`src/hw/mmsl_defs.svh`:
```
/*
 * constants of the slave port: widths, depths, burst limits.
 * assumes inclusion by bare name from the package and both ends.
 */
`ifndef MMSL_DEFS_SVH
`define MMSL_DEFS_SVH

`define MMSL_ADDR_W      8
`define MMSL_DATA_W      32
`define MMSL_BCNT_W      4
`define MMSL_MAX_BURST   4'h8
`define MMSL_BURST_ONE   4'h1
`define MMSL_MAX_OUT     3'h4
`define MMSL_LEVEL_W     3
`define MMSL_QIDX_W      2
`define MMSL_MEM_WORDS   16
`define MMSL_MEM_IDX_W   4
`define MMSL_PEND_W      6
`define MMSL_MASTERS     2

`endif

```
`src/hw/mmsl_pkg.sv`:
```
/*
 * types shared by both ends of the slave port.
 * assumes mmsl_defs.svh on the include path.
 */
`include "mmsl_defs.svh"

package mmsl_pkg;

	typedef logic [`MMSL_ADDR_W-1:0] mmsl_addr_t;
	typedef logic [`MMSL_DATA_W-1:0] mmsl_data_t;
	typedef logic [`MMSL_BCNT_W-1:0] mmsl_bcnt_t;

	// one queued read: start word and beat count
	typedef struct packed {
		mmsl_addr_t addr;
		mmsl_bcnt_t cnt;
	} mmsl_qent_s;

	// fabric sequencer, gray along idle -> command
	typedef enum logic [1:0] {
		MMSL_ST_IDLE = 2'b00,
		MMSL_ST_CMD  = 2'b01
	} mmsl_state_e;

endpackage

```
`src/hw/mmsl_if.sv`:
```
/*
 * signals between fabric and slave, one modport per end.
 * assumes both ends share one clock; no pin is two-way.
 */
`timescale 1ns/100ps
`include "mmsl_defs.svh"

interface mmsl_if;

	mmsl_pkg::mmsl_addr_t address;
	mmsl_pkg::mmsl_data_t writedata;
	mmsl_pkg::mmsl_data_t readdata;
	mmsl_pkg::mmsl_bcnt_t burstcount;
	logic                 read;
	logic                 write;
	logic                 begintransfer;
	logic                 beginbursttransfer;
	logic                 arbiterlock;
	logic                 waitrequest;
	logic                 readdatavalid;
	logic                 readyfordata;
	logic                 dataavailable;
	logic                 resetrequest;

	modport slave (
		input  address, writedata, burstcount, read, write,
		input  begintransfer, beginbursttransfer, arbiterlock,
		output readdata, waitrequest, readdatavalid,
		output readyfordata, dataavailable, resetrequest
	);

	modport fabric (
		output address, writedata, burstcount, read, write,
		output begintransfer, beginbursttransfer, arbiterlock,
		input  readdata, waitrequest, readdatavalid,
		input  readyfordata, dataavailable, resetrequest
	);

endinterface

```
`src/hw/mmsl_fabric.sv`:
```
/*
 * fabric end: arbitrates two masters onto one slave port, with
 * arbitration lock for master 0 and read bursts for master 1.
 * assumes one shared clock and user requests held until taken.
 */
// Notes on behaviour
// RQ1: locked master stays connected across transactions
// RQ2: lock drops with last locked strobe
// RQ3: lock needs grant; grant held until unlock
// RQ4: locking master never issues bursts
// RQ5: no priority used for lock-equipped masters
// RQ6: one valid pulse per read beat
// RQ7: valid never in the accepting cycle
// RQ8: burst count one to eight beats
// RQ9: burst start high one cycle only
// RQ10: ready-for-write only when writes accepted; code also raises it while the full read queue holds waitrequest high
// RQ11: data-available only when reads servable
// RQ12: slave may request a system reset
// RQ13: system reset is OR of sources
// RQ14: all flags active high
// RQ15: controls held while slave stalls
// RQ16: up to max_outstanding_reads reads queued
// RQ17: read answers return in request order
`timescale 1ns/100ps
`include "mmsl_defs.svh"

module mmsl_fabric (
	// clock and reset
	input  wire logic                          clock_in,
	input  wire logic                          reset_n_in,
	// bus side
	mmsl_if.fabric                             bus,
	// master commands
	input  wire logic [`MMSL_MASTERS-1:0]      cmd_valid_in,
	input  wire logic [`MMSL_MASTERS-1:0]      cmd_write_in,
	input  wire logic [`MMSL_MASTERS-1:0]
	                  [`MMSL_ADDR_W-1:0]       cmd_addr_in,
	input  wire logic [`MMSL_MASTERS-1:0]
	                  [`MMSL_DATA_W-1:0]       cmd_data_in,
	input  wire logic [`MMSL_BCNT_W-1:0]       cmd_burst_in,
	input  wire logic                          cmd_lock_in,
	output logic [`MMSL_MASTERS-1:0]           cmd_taken_out,
	// master answers
	output logic [`MMSL_MASTERS-1:0]           rsp_valid_out,
	output logic [`MMSL_DATA_W-1:0]            rsp_data_out,
	// slave status
	output logic                               slave_rfd_out,
	output logic                               slave_dav_out,
	// reset sources
	input  wire logic                          ext_reset_req_in,
	output logic                               sys_reset_out
);

	// registered strobes and controls; all but the start pulses held while the slave stalls
	mmsl_pkg::mmsl_state_e         state;
	logic                          owner;
	logic                          lock_q;
	logic [`MMSL_PEND_W-1:0]       pending;
	logic                          rd_q;
	logic                          wr_q;
	logic                          bt_q;
	logic                          bbt_q;
	mmsl_pkg::mmsl_addr_t          addr_q;
	mmsl_pkg::mmsl_data_t          wdata_q;
	mmsl_pkg::mmsl_bcnt_t          bcnt_q;

	// selection
	wire                           other;
	wire                           can_switch;
	wire                           pick_other;
	wire                           pick_own;
	wire                           go;
	wire                           sel;
	wire                           sel_write;
	mmsl_pkg::mmsl_bcnt_t          sel_cnt;
	wire                           sel_lock;
	wire                           taken;
	wire                           cnt_bad;
	wire                           want;
	wire [`MMSL_PEND_W-1:0]        pend_add;
	wire [`MMSL_PEND_W-1:0]        pend_sub;

	assign other      = ~owner;
	// reads still owed to the owner pin the grant, so answers route
	// back without a tag; costs a turn-around gap between masters
	assign can_switch = (pending == '0) & ~lock_q; // RQ3 RQ1
	// plain round robin: no priority weights at all
	assign pick_other = cmd_valid_in[other] & can_switch; // RQ5
	assign pick_own   = cmd_valid_in[owner];
	assign want       = pick_other | pick_own;
	// a stalled slave gets no new command, only the one it holds
	assign go         = want & ~bus.waitrequest; // RQ15
	assign sel        = pick_other ? other : owner;
	assign sel_write  = cmd_write_in[sel];
	// counts outside one to eight would leave beats owed forever
	assign cnt_bad    = (cmd_burst_in == '0) |
		(cmd_burst_in > `MMSL_MAX_BURST); // RQ8
	// master 0 carries the lock and therefore single beats only
	assign sel_cnt    = (sel == 1'b0 || sel_write || cnt_bad) ?
		`MMSL_BURST_ONE : cmd_burst_in; // RQ4 RQ8
	// lock belongs to master 0 alone
	assign sel_lock   = (sel == 1'b0) & cmd_lock_in;
	// registered waitrequest: a command stands until seen low
	assign taken      = (state == mmsl_pkg::MMSL_ST_CMD) &
		~bus.waitrequest; // RQ15
	// counts are clamped, so every beat added here comes back
	assign pend_add   = (taken & rd_q) ? {2'h0, bcnt_q} : '0;
	assign pend_sub   = {5'h00, bus.readdatavalid};

	always_ff @(posedge clock_in or negedge reset_n_in) begin
		if (!reset_n_in) begin
			state   <= mmsl_pkg::MMSL_ST_IDLE;
			owner   <= 1'b0;
			lock_q  <= 1'b0;
			rd_q    <= 1'b0;
			wr_q    <= 1'b0;
			bt_q    <= 1'b0;
			bbt_q   <= 1'b0;
			addr_q  <= '0;
			wdata_q <= '0;
			bcnt_q  <= `MMSL_BURST_ONE;
		end else begin
			// start pulses live one cycle, stall or not
			bt_q  <= 1'b0; // RQ9
			bbt_q <= 1'b0; // RQ9
			case (state)
				mmsl_pkg::MMSL_ST_IDLE: begin
					if (go) begin
						state   <= mmsl_pkg::MMSL_ST_CMD;
						owner   <= sel; // RQ1
						rd_q    <= ~sel_write;
						wr_q    <= sel_write;
						bt_q    <= 1'b1;
						bbt_q   <= 1'b1; // RQ9
						addr_q  <= cmd_addr_in[sel];
						wdata_q <= cmd_data_in[sel];
						bcnt_q  <= sel_cnt; // RQ8
						// lock rises with a command, never alone
						if (sel_lock)
							lock_q <= 1'b1; // RQ3
					end else if (lock_q && !cmd_lock_in) begin
						lock_q <= 1'b0; // RQ3
					end
				end
				mmsl_pkg::MMSL_ST_CMD: begin
					// strobes drop on acceptance; idle comes before the next
					if (taken) begin
						state <= mmsl_pkg::MMSL_ST_IDLE;
						rd_q  <= 1'b0;
						wr_q  <= 1'b0;
						// lock falls in the same edge as the strobe
						if (owner == 1'b0)
							lock_q <= cmd_lock_in; // RQ2
					end
				end
				default: begin
					state <= mmsl_pkg::MMSL_ST_IDLE;
					rd_q  <= 1'b0;
					wr_q  <= 1'b0;
				end
			endcase
		end
	end

	// outstanding read beats, trimmed to the counter width
	always_ff @(posedge clock_in or negedge reset_n_in) begin
		if (!reset_n_in)
			pending <= '0;
		else
			pending <= pending + pend_add - pend_sub; // RQ16 RQ6
	end

	// answers and acknowledges
	always_ff @(posedge clock_in or negedge reset_n_in) begin
		if (!reset_n_in) begin
			cmd_taken_out <= '0;
			rsp_valid_out <= '0;
			rsp_data_out  <= '0;
			slave_rfd_out <= 1'b0;
			slave_dav_out <= 1'b0;
			sys_reset_out <= 1'b0;
		end else begin
			cmd_taken_out <= '0;
			rsp_valid_out <= '0;
			if (taken)
				cmd_taken_out[owner] <= 1'b1;
			// one pulse per beat, in slave order, to the owner
			if (bus.readdatavalid)
				rsp_valid_out[owner] <= 1'b1; // RQ6 RQ17
			// data copied every cycle; only the pulse qualifies it
			rsp_data_out  <= bus.readdata;
			slave_rfd_out <= bus.readyfordata; // RQ10
			slave_dav_out <= bus.dataavailable; // RQ11
			sys_reset_out <= bus.resetrequest |
				ext_reset_req_in; // RQ13 RQ12
		end
	end

	// all strobes driven active high
	assign bus.read               = rd_q; // RQ14
	assign bus.write              = wr_q;
	assign bus.begintransfer      = bt_q;
	assign bus.beginbursttransfer = bbt_q;
	assign bus.arbiterlock        = lock_q;
	assign bus.address            = addr_q;
	assign bus.writedata          = wdata_q;
	assign bus.burstcount         = bcnt_q;

endmodule

```
`src/flat_wrapper.sv`:
```
// flat-port wrapper written by rule: the top's interface ports become plain ports
module mmsl_fabric_flat 
  (clock_in, reset_n_in, cmd_valid_in, cmd_write_in, cmd_addr_in, cmd_data_in, cmd_burst_in, cmd_lock_in, cmd_taken_out, rsp_valid_out, rsp_data_out, slave_rfd_out, slave_dav_out, ext_reset_req_in, sys_reset_out, bus_address, bus_writedata, bus_burstcount, bus_read, bus_write, bus_begintransfer, bus_beginbursttransfer, bus_arbiterlock, bus_readdata, bus_waitrequest, bus_readdatavalid, bus_readyfordata, bus_dataavailable, bus_resetrequest);
  mmsl_if bus_i ();
  input  wire logic clock_in;
  input  wire logic reset_n_in;
  input  wire logic [`MMSL_MASTERS-1:0] cmd_valid_in;
  input  wire logic [`MMSL_MASTERS-1:0] cmd_write_in;
  input  wire logic [`MMSL_MASTERS-1:0]
	                  [`MMSL_ADDR_W-1:0] cmd_addr_in;
  input  wire logic [`MMSL_MASTERS-1:0]
	                  [`MMSL_DATA_W-1:0] cmd_data_in;
  input  wire logic [`MMSL_BCNT_W-1:0] cmd_burst_in;
  input  wire logic cmd_lock_in;
  output logic [`MMSL_MASTERS-1:0] cmd_taken_out;
  output logic [`MMSL_MASTERS-1:0] rsp_valid_out;
  output logic [`MMSL_DATA_W-1:0] rsp_data_out;
  output logic slave_rfd_out;
  output logic slave_dav_out;
  input  wire logic ext_reset_req_in;
  output logic sys_reset_out;
  output wire logic [$bits(bus_i.address)-1:0] bus_address;
  output wire logic [$bits(bus_i.writedata)-1:0] bus_writedata;
  output wire logic [$bits(bus_i.burstcount)-1:0] bus_burstcount;
  output wire logic [$bits(bus_i.read)-1:0] bus_read;
  output wire logic [$bits(bus_i.write)-1:0] bus_write;
  output wire logic [$bits(bus_i.begintransfer)-1:0] bus_begintransfer;
  output wire logic [$bits(bus_i.beginbursttransfer)-1:0] bus_beginbursttransfer;
  output wire logic [$bits(bus_i.arbiterlock)-1:0] bus_arbiterlock;
  input wire logic [$bits(bus_i.readdata)-1:0] bus_readdata;
  input wire logic [$bits(bus_i.waitrequest)-1:0] bus_waitrequest;
  input wire logic [$bits(bus_i.readdatavalid)-1:0] bus_readdatavalid;
  input wire logic [$bits(bus_i.readyfordata)-1:0] bus_readyfordata;
  input wire logic [$bits(bus_i.dataavailable)-1:0] bus_dataavailable;
  input wire logic [$bits(bus_i.resetrequest)-1:0] bus_resetrequest;
  assign bus_address = bus_i.address;
  assign bus_writedata = bus_i.writedata;
  assign bus_burstcount = bus_i.burstcount;
  assign bus_read = bus_i.read;
  assign bus_write = bus_i.write;
  assign bus_begintransfer = bus_i.begintransfer;
  assign bus_beginbursttransfer = bus_i.beginbursttransfer;
  assign bus_arbiterlock = bus_i.arbiterlock;
  assign bus_i.readdata = bus_readdata;
  assign bus_i.waitrequest = bus_waitrequest;
  assign bus_i.readdatavalid = bus_readdatavalid;
  assign bus_i.readyfordata = bus_readyfordata;
  assign bus_i.dataavailable = bus_dataavailable;
  assign bus_i.resetrequest = bus_resetrequest;
  mmsl_fabric u_core (.clock_in(clock_in), .reset_n_in(reset_n_in), .bus(bus_i), .cmd_valid_in(cmd_valid_in), .cmd_write_in(cmd_write_in), .cmd_addr_in(cmd_addr_in), .cmd_data_in(cmd_data_in), .cmd_burst_in(cmd_burst_in), .cmd_lock_in(cmd_lock_in), .cmd_taken_out(cmd_taken_out), .rsp_valid_out(rsp_valid_out), .rsp_data_out(rsp_data_out), .slave_rfd_out(slave_rfd_out), .slave_dav_out(slave_dav_out), .ext_reset_req_in(ext_reset_req_in), .sys_reset_out(sys_reset_out));
endmodule
```
`config.mk`:
```
export PLATFORM = sky130hd
export DESIGN_NAME = mmsl_fabric_flat
export DESIGN_NICKNAME = d
export VERILOG_FILES = /design/src/hw/mmsl_pkg.sv /design/src/hw/mmsl_if.sv /design/src/hw/mmsl_fabric.sv /design/src/flat_wrapper.sv
export VERILOG_INCLUDE_DIRS = /design/src /design/src/hw
export SDC_FILE = /design/constraint.sdc
export NUM_CORES = 1
export LEC_CHECK = 0
export ABC_AREA = 1
export BUFFER_PORTS_ARGS = -buffer_cell sky130_fd_sc_hd__buf_4
export CAP_MARGIN = 20
export CORE_MARGIN = 2
export CORE_UTILIZATION = 30
export DETAILED_ROUTE_END_ITERATION = 8
export PLACE_DENSITY = 0.58
export SYNTH_ARGS = -nofsm -noshare
export SYNTH_HDL_FRONTEND = slang
export SYNTH_SLANG_ARGS = --single-unit
```
`constraint.sdc`:
```
create_clock -name clock_in -period 4.6 [get_ports clock_in]
set_input_delay 0.92 -clock clock_in [delete_from_list [all_inputs] [get_ports clock_in]]
set_output_delay 0.92 -clock clock_in [all_outputs]
set_load 0.01 [all_outputs]
```
==> metrics <==
number of nets in the layout=780; post-synth top area cell=dfrtp_1; setup bufs post-CTS=0; Initial Util=30.6%; r2r startpoint=u_core.state[0]; drt first pass iters=4; Setup CP Type=in2reg; IO Count=roughly 220; share of cells above drive strength 1=37.8%; CP Cell Sequence=buf_4, nor2_1, inv_1, nor2_1, nand2_1, ha_1, inv_1, ha_1, a21oi_1, nand2_1, a21oi_1, nor2_1, nor2_1, xor2_1; post-DR vias/cell=4.31; Clock Latency Late Sink=0.34 ns; EDFF count, synth=0; Critical Path RT=approximately 4.9 ns; power per standard cell area=542 nW/um^2; initial antenna violation count=0; H-tree Lvls=3; most frequent cell after synthesis=nand2_1; Slew @ Worst Pin=around 0.82 ns; fin cells=approximately 820; largest fanout on the critical path=5; GPL Wtd Cong=roughly 0.83; syn_nets=569; Fillers=1280; Final ANT Viol Nets=0; synthesized area=4010 um^2; hold path endpoint=u_core.bus.address[7]; IO buf count=216; final setup TNS=0 ns; cts repair resizes=0; Clock Sinks=95; cell count after synthesis=about 430; dominant delay contributor by cell family on the critical path=simple AND/OR/NAND/NOR gates; DP HPWL=7.86 mm; clk buf depth=2; FF+latch count, synth=95; most frequent CP cell=nor2_1; Syn-to-layout area delta=50.4%; Clk pin slew, worst setup/hold paths=0.06 ns; RSZ-0062 raised after global routing=false; reg2reg end=u_core.pending[5]; Max Fclk=approximately 0.38 GHz; Hold Path Class=reg2reg; post-synthesis async set-or-reset flop share=between 90% and 100%; clock tree from TritonCTS=done; largest net degree at the start of global routing=63; vias in the first global route=3442; CTS Buf Count=9; global-route wire length before repair=16.4 mm; Final Cell Area=between 6000 and 7000 um^2; Seq/Total Area, Yosys=around three fifths; ant diodes=0; Final Skew=0.00618 ns; P_leak=3.22 nW; Area contributors post-synth=dfrtp_1, o21ai_1, nand2_1; drt total wl=10.2 mm; Netlist cell types=28; die area=about 14000 um^2; Core Util, Final=46.0%; Mean Syn Cell Area=around 9.4 um^2; Worst setup EP type=flip-flop; Hold Fails Final Rpt=0; Tot GR Track Use=14.6%; FF-to-FF path depth=14; max-cap violations=0; Worst EP arrival=2.93 ns; CP Launch Type=input pin; r2r setup slk=between 2 and 2.5 ns; die height=between 100 and 150 um; Post-DP Area=5720 um^2; worst hold slack=0.488 ns; # hold bufs at CTS=0; placed cell count=804; worst hold path depth=2; top cell type's share of synthesized area=58.6%; synth cell count leaders=nand2_1, dfrtp_1, o21ai_1, inv_1, nor2_1; Ys Warns=0; hold path startpoint=u_core.bus.address[7]; relative slew slack=45.1%; GRT overflow=0; critical path buffer and inverter count=3; slowest stage delay, CP=0.34 ns; Core ar.=between 10000 and 15000 um^2; final setup fails=0; Period Utilization, post-route=57.9%; Vias=3537; Slowest cell on crit path=ha_1; # DRC=0; worst vdd rail ir drop=0.000248 V; Slew Limit Fails=0; Die X=approximately 120 um; status=complete, no violations; starting DRC count in detailed routing=137; post-layout min period=2.66 ns; Clk Tree Root Cell=clkbuf_16; average wire per standard cell=12.5 um; Top FF cell, synth=dfrtp_1; Core Rows=42
-- metal layers --
metal / global-route usage (%) / vias up / wire length (um)
li1: - / 1754 / -
met1: 16.8 / 1647 / 4170
met2: 25.0 / 127 / 5120
met3: 6.23 / 9 / 854
met4: 3.68 / 0 / 103
met5: 0 / - / 0
-- sequential cells by signal (all words and copies together), names as in the netlist, 2 cells and up --
signal	flops
u_core.rsp_data_out	32
u_core.bus.writedata	32
u_core.bus.burstcount	4
u_core.bus.address	8
u_core.pending	6
u_core.cmd_taken_out	2
u_core.rsp_valid_out	2
-- report_power, final --
part           switching, W  internal, W  total [W]
Clock              0.000325     0.000426   0.000752
Combinational      0.000681     0.000604    0.00129
Sequential         0.000142      0.00109    0.00123
Total               0.00115      0.00212    0.00327
-- worst max-delay path by stage --
stage	from	to	slack (ns)	depth (start not counted)
after global routing	bus_waitrequest	u_core.pending[5]	1.77	14
after CTS	bus_waitrequest	u_core.pending[5]	1.95	14
final	bus_waitrequest	u_core.pending[5]	1.94	14
after floorplan	bus_waitrequest	u_core.pending[5]	1.90	13
after detailed placement	bus_waitrequest	u_core.pending[5]	1.59	14
after global placement	bus_waitrequest	u_core.pending[5]	1.64	14
-- through the flow --
step | setup WS (ns) | total power, W
floorplan | 1.90 | 0.00199
global placement | 1.64 | 0.00251
detailed placement | 1.59 | 0.00255
CTS | 1.95 | 0.00332
global route | 1.77 | 0.00352
finish | 1.94 | 0.00327
-- final cells by class --
type	instances	area, um^2	share of cell area [%]
clock buffer	10	229	3.79
clock inverter	6	68.8	1.14
inverter	67	254	4.21
multi-input combinational	247	1220	20.2
sequential	95	2380	39.4
timing repair buffer	220	1660	27.6
tap	176	220	3.65
-- worst register-to-register path, stage by stage (launching register included) --
cell and delay [ns]:
dfrtp_1 0.40, inv_1 0.12, nor2_1 0.19, inv_1 0.12, nor2_1 0.17, nand2_1 0.08
ha_1 0.27, inv_1 0.04, ha_1 0.34, a21oi_1 0.16, nand2_1 0.09, a21oi_1 0.13
nor2_1 0.05, nor2_1 0.11, xor2_1 0.15
-- cell usage in the layout (no fill, tap or decap) --
cell	synthesis	layout
xnor2_1	1	1
a21boi_1	1	1
fa_1	1	1
nor3_1	3	3
a211oi_1	1	1
buf_12	0	1
nand3_1	9	9
clkinv_2	0	2
nor2_1	11	11
o21ai_1	81	81
inv_8	0	1
dfrtp_1	94	94
a21oi_1	4	4
ha_1	10	10
dfstp_2	1	1
clkbuf_1	5	1
nor2_2	1	1
or2_2	1	1
o21ai_0	5	5
nand3b_1	1	1
buf_4	1	219
clkbuf_16	0	9
o31ai_1	1	1
nand2_1	107	107
clkinv_4	0	1
inv_1	66	66
xor2_1	4	4
bufinv_16	0	1
inv_4	1	1
inv_6	0	1
a21oi_2	1	1
nand2_2	3	3
nand3_2	1	1
-- kinds of logic after synthesis --
family	after synthesis	share of synthesized area, %
xor gates and xnor gates	5	1.09
buffers and inverters	87	10.3
AOI/OAI and AO/OA	94	12.0
adders and majority gates	11	3.62
and+or+nand+nor	137	13.7
DFF	95	59.3
(Power assumes the default switching activity.)
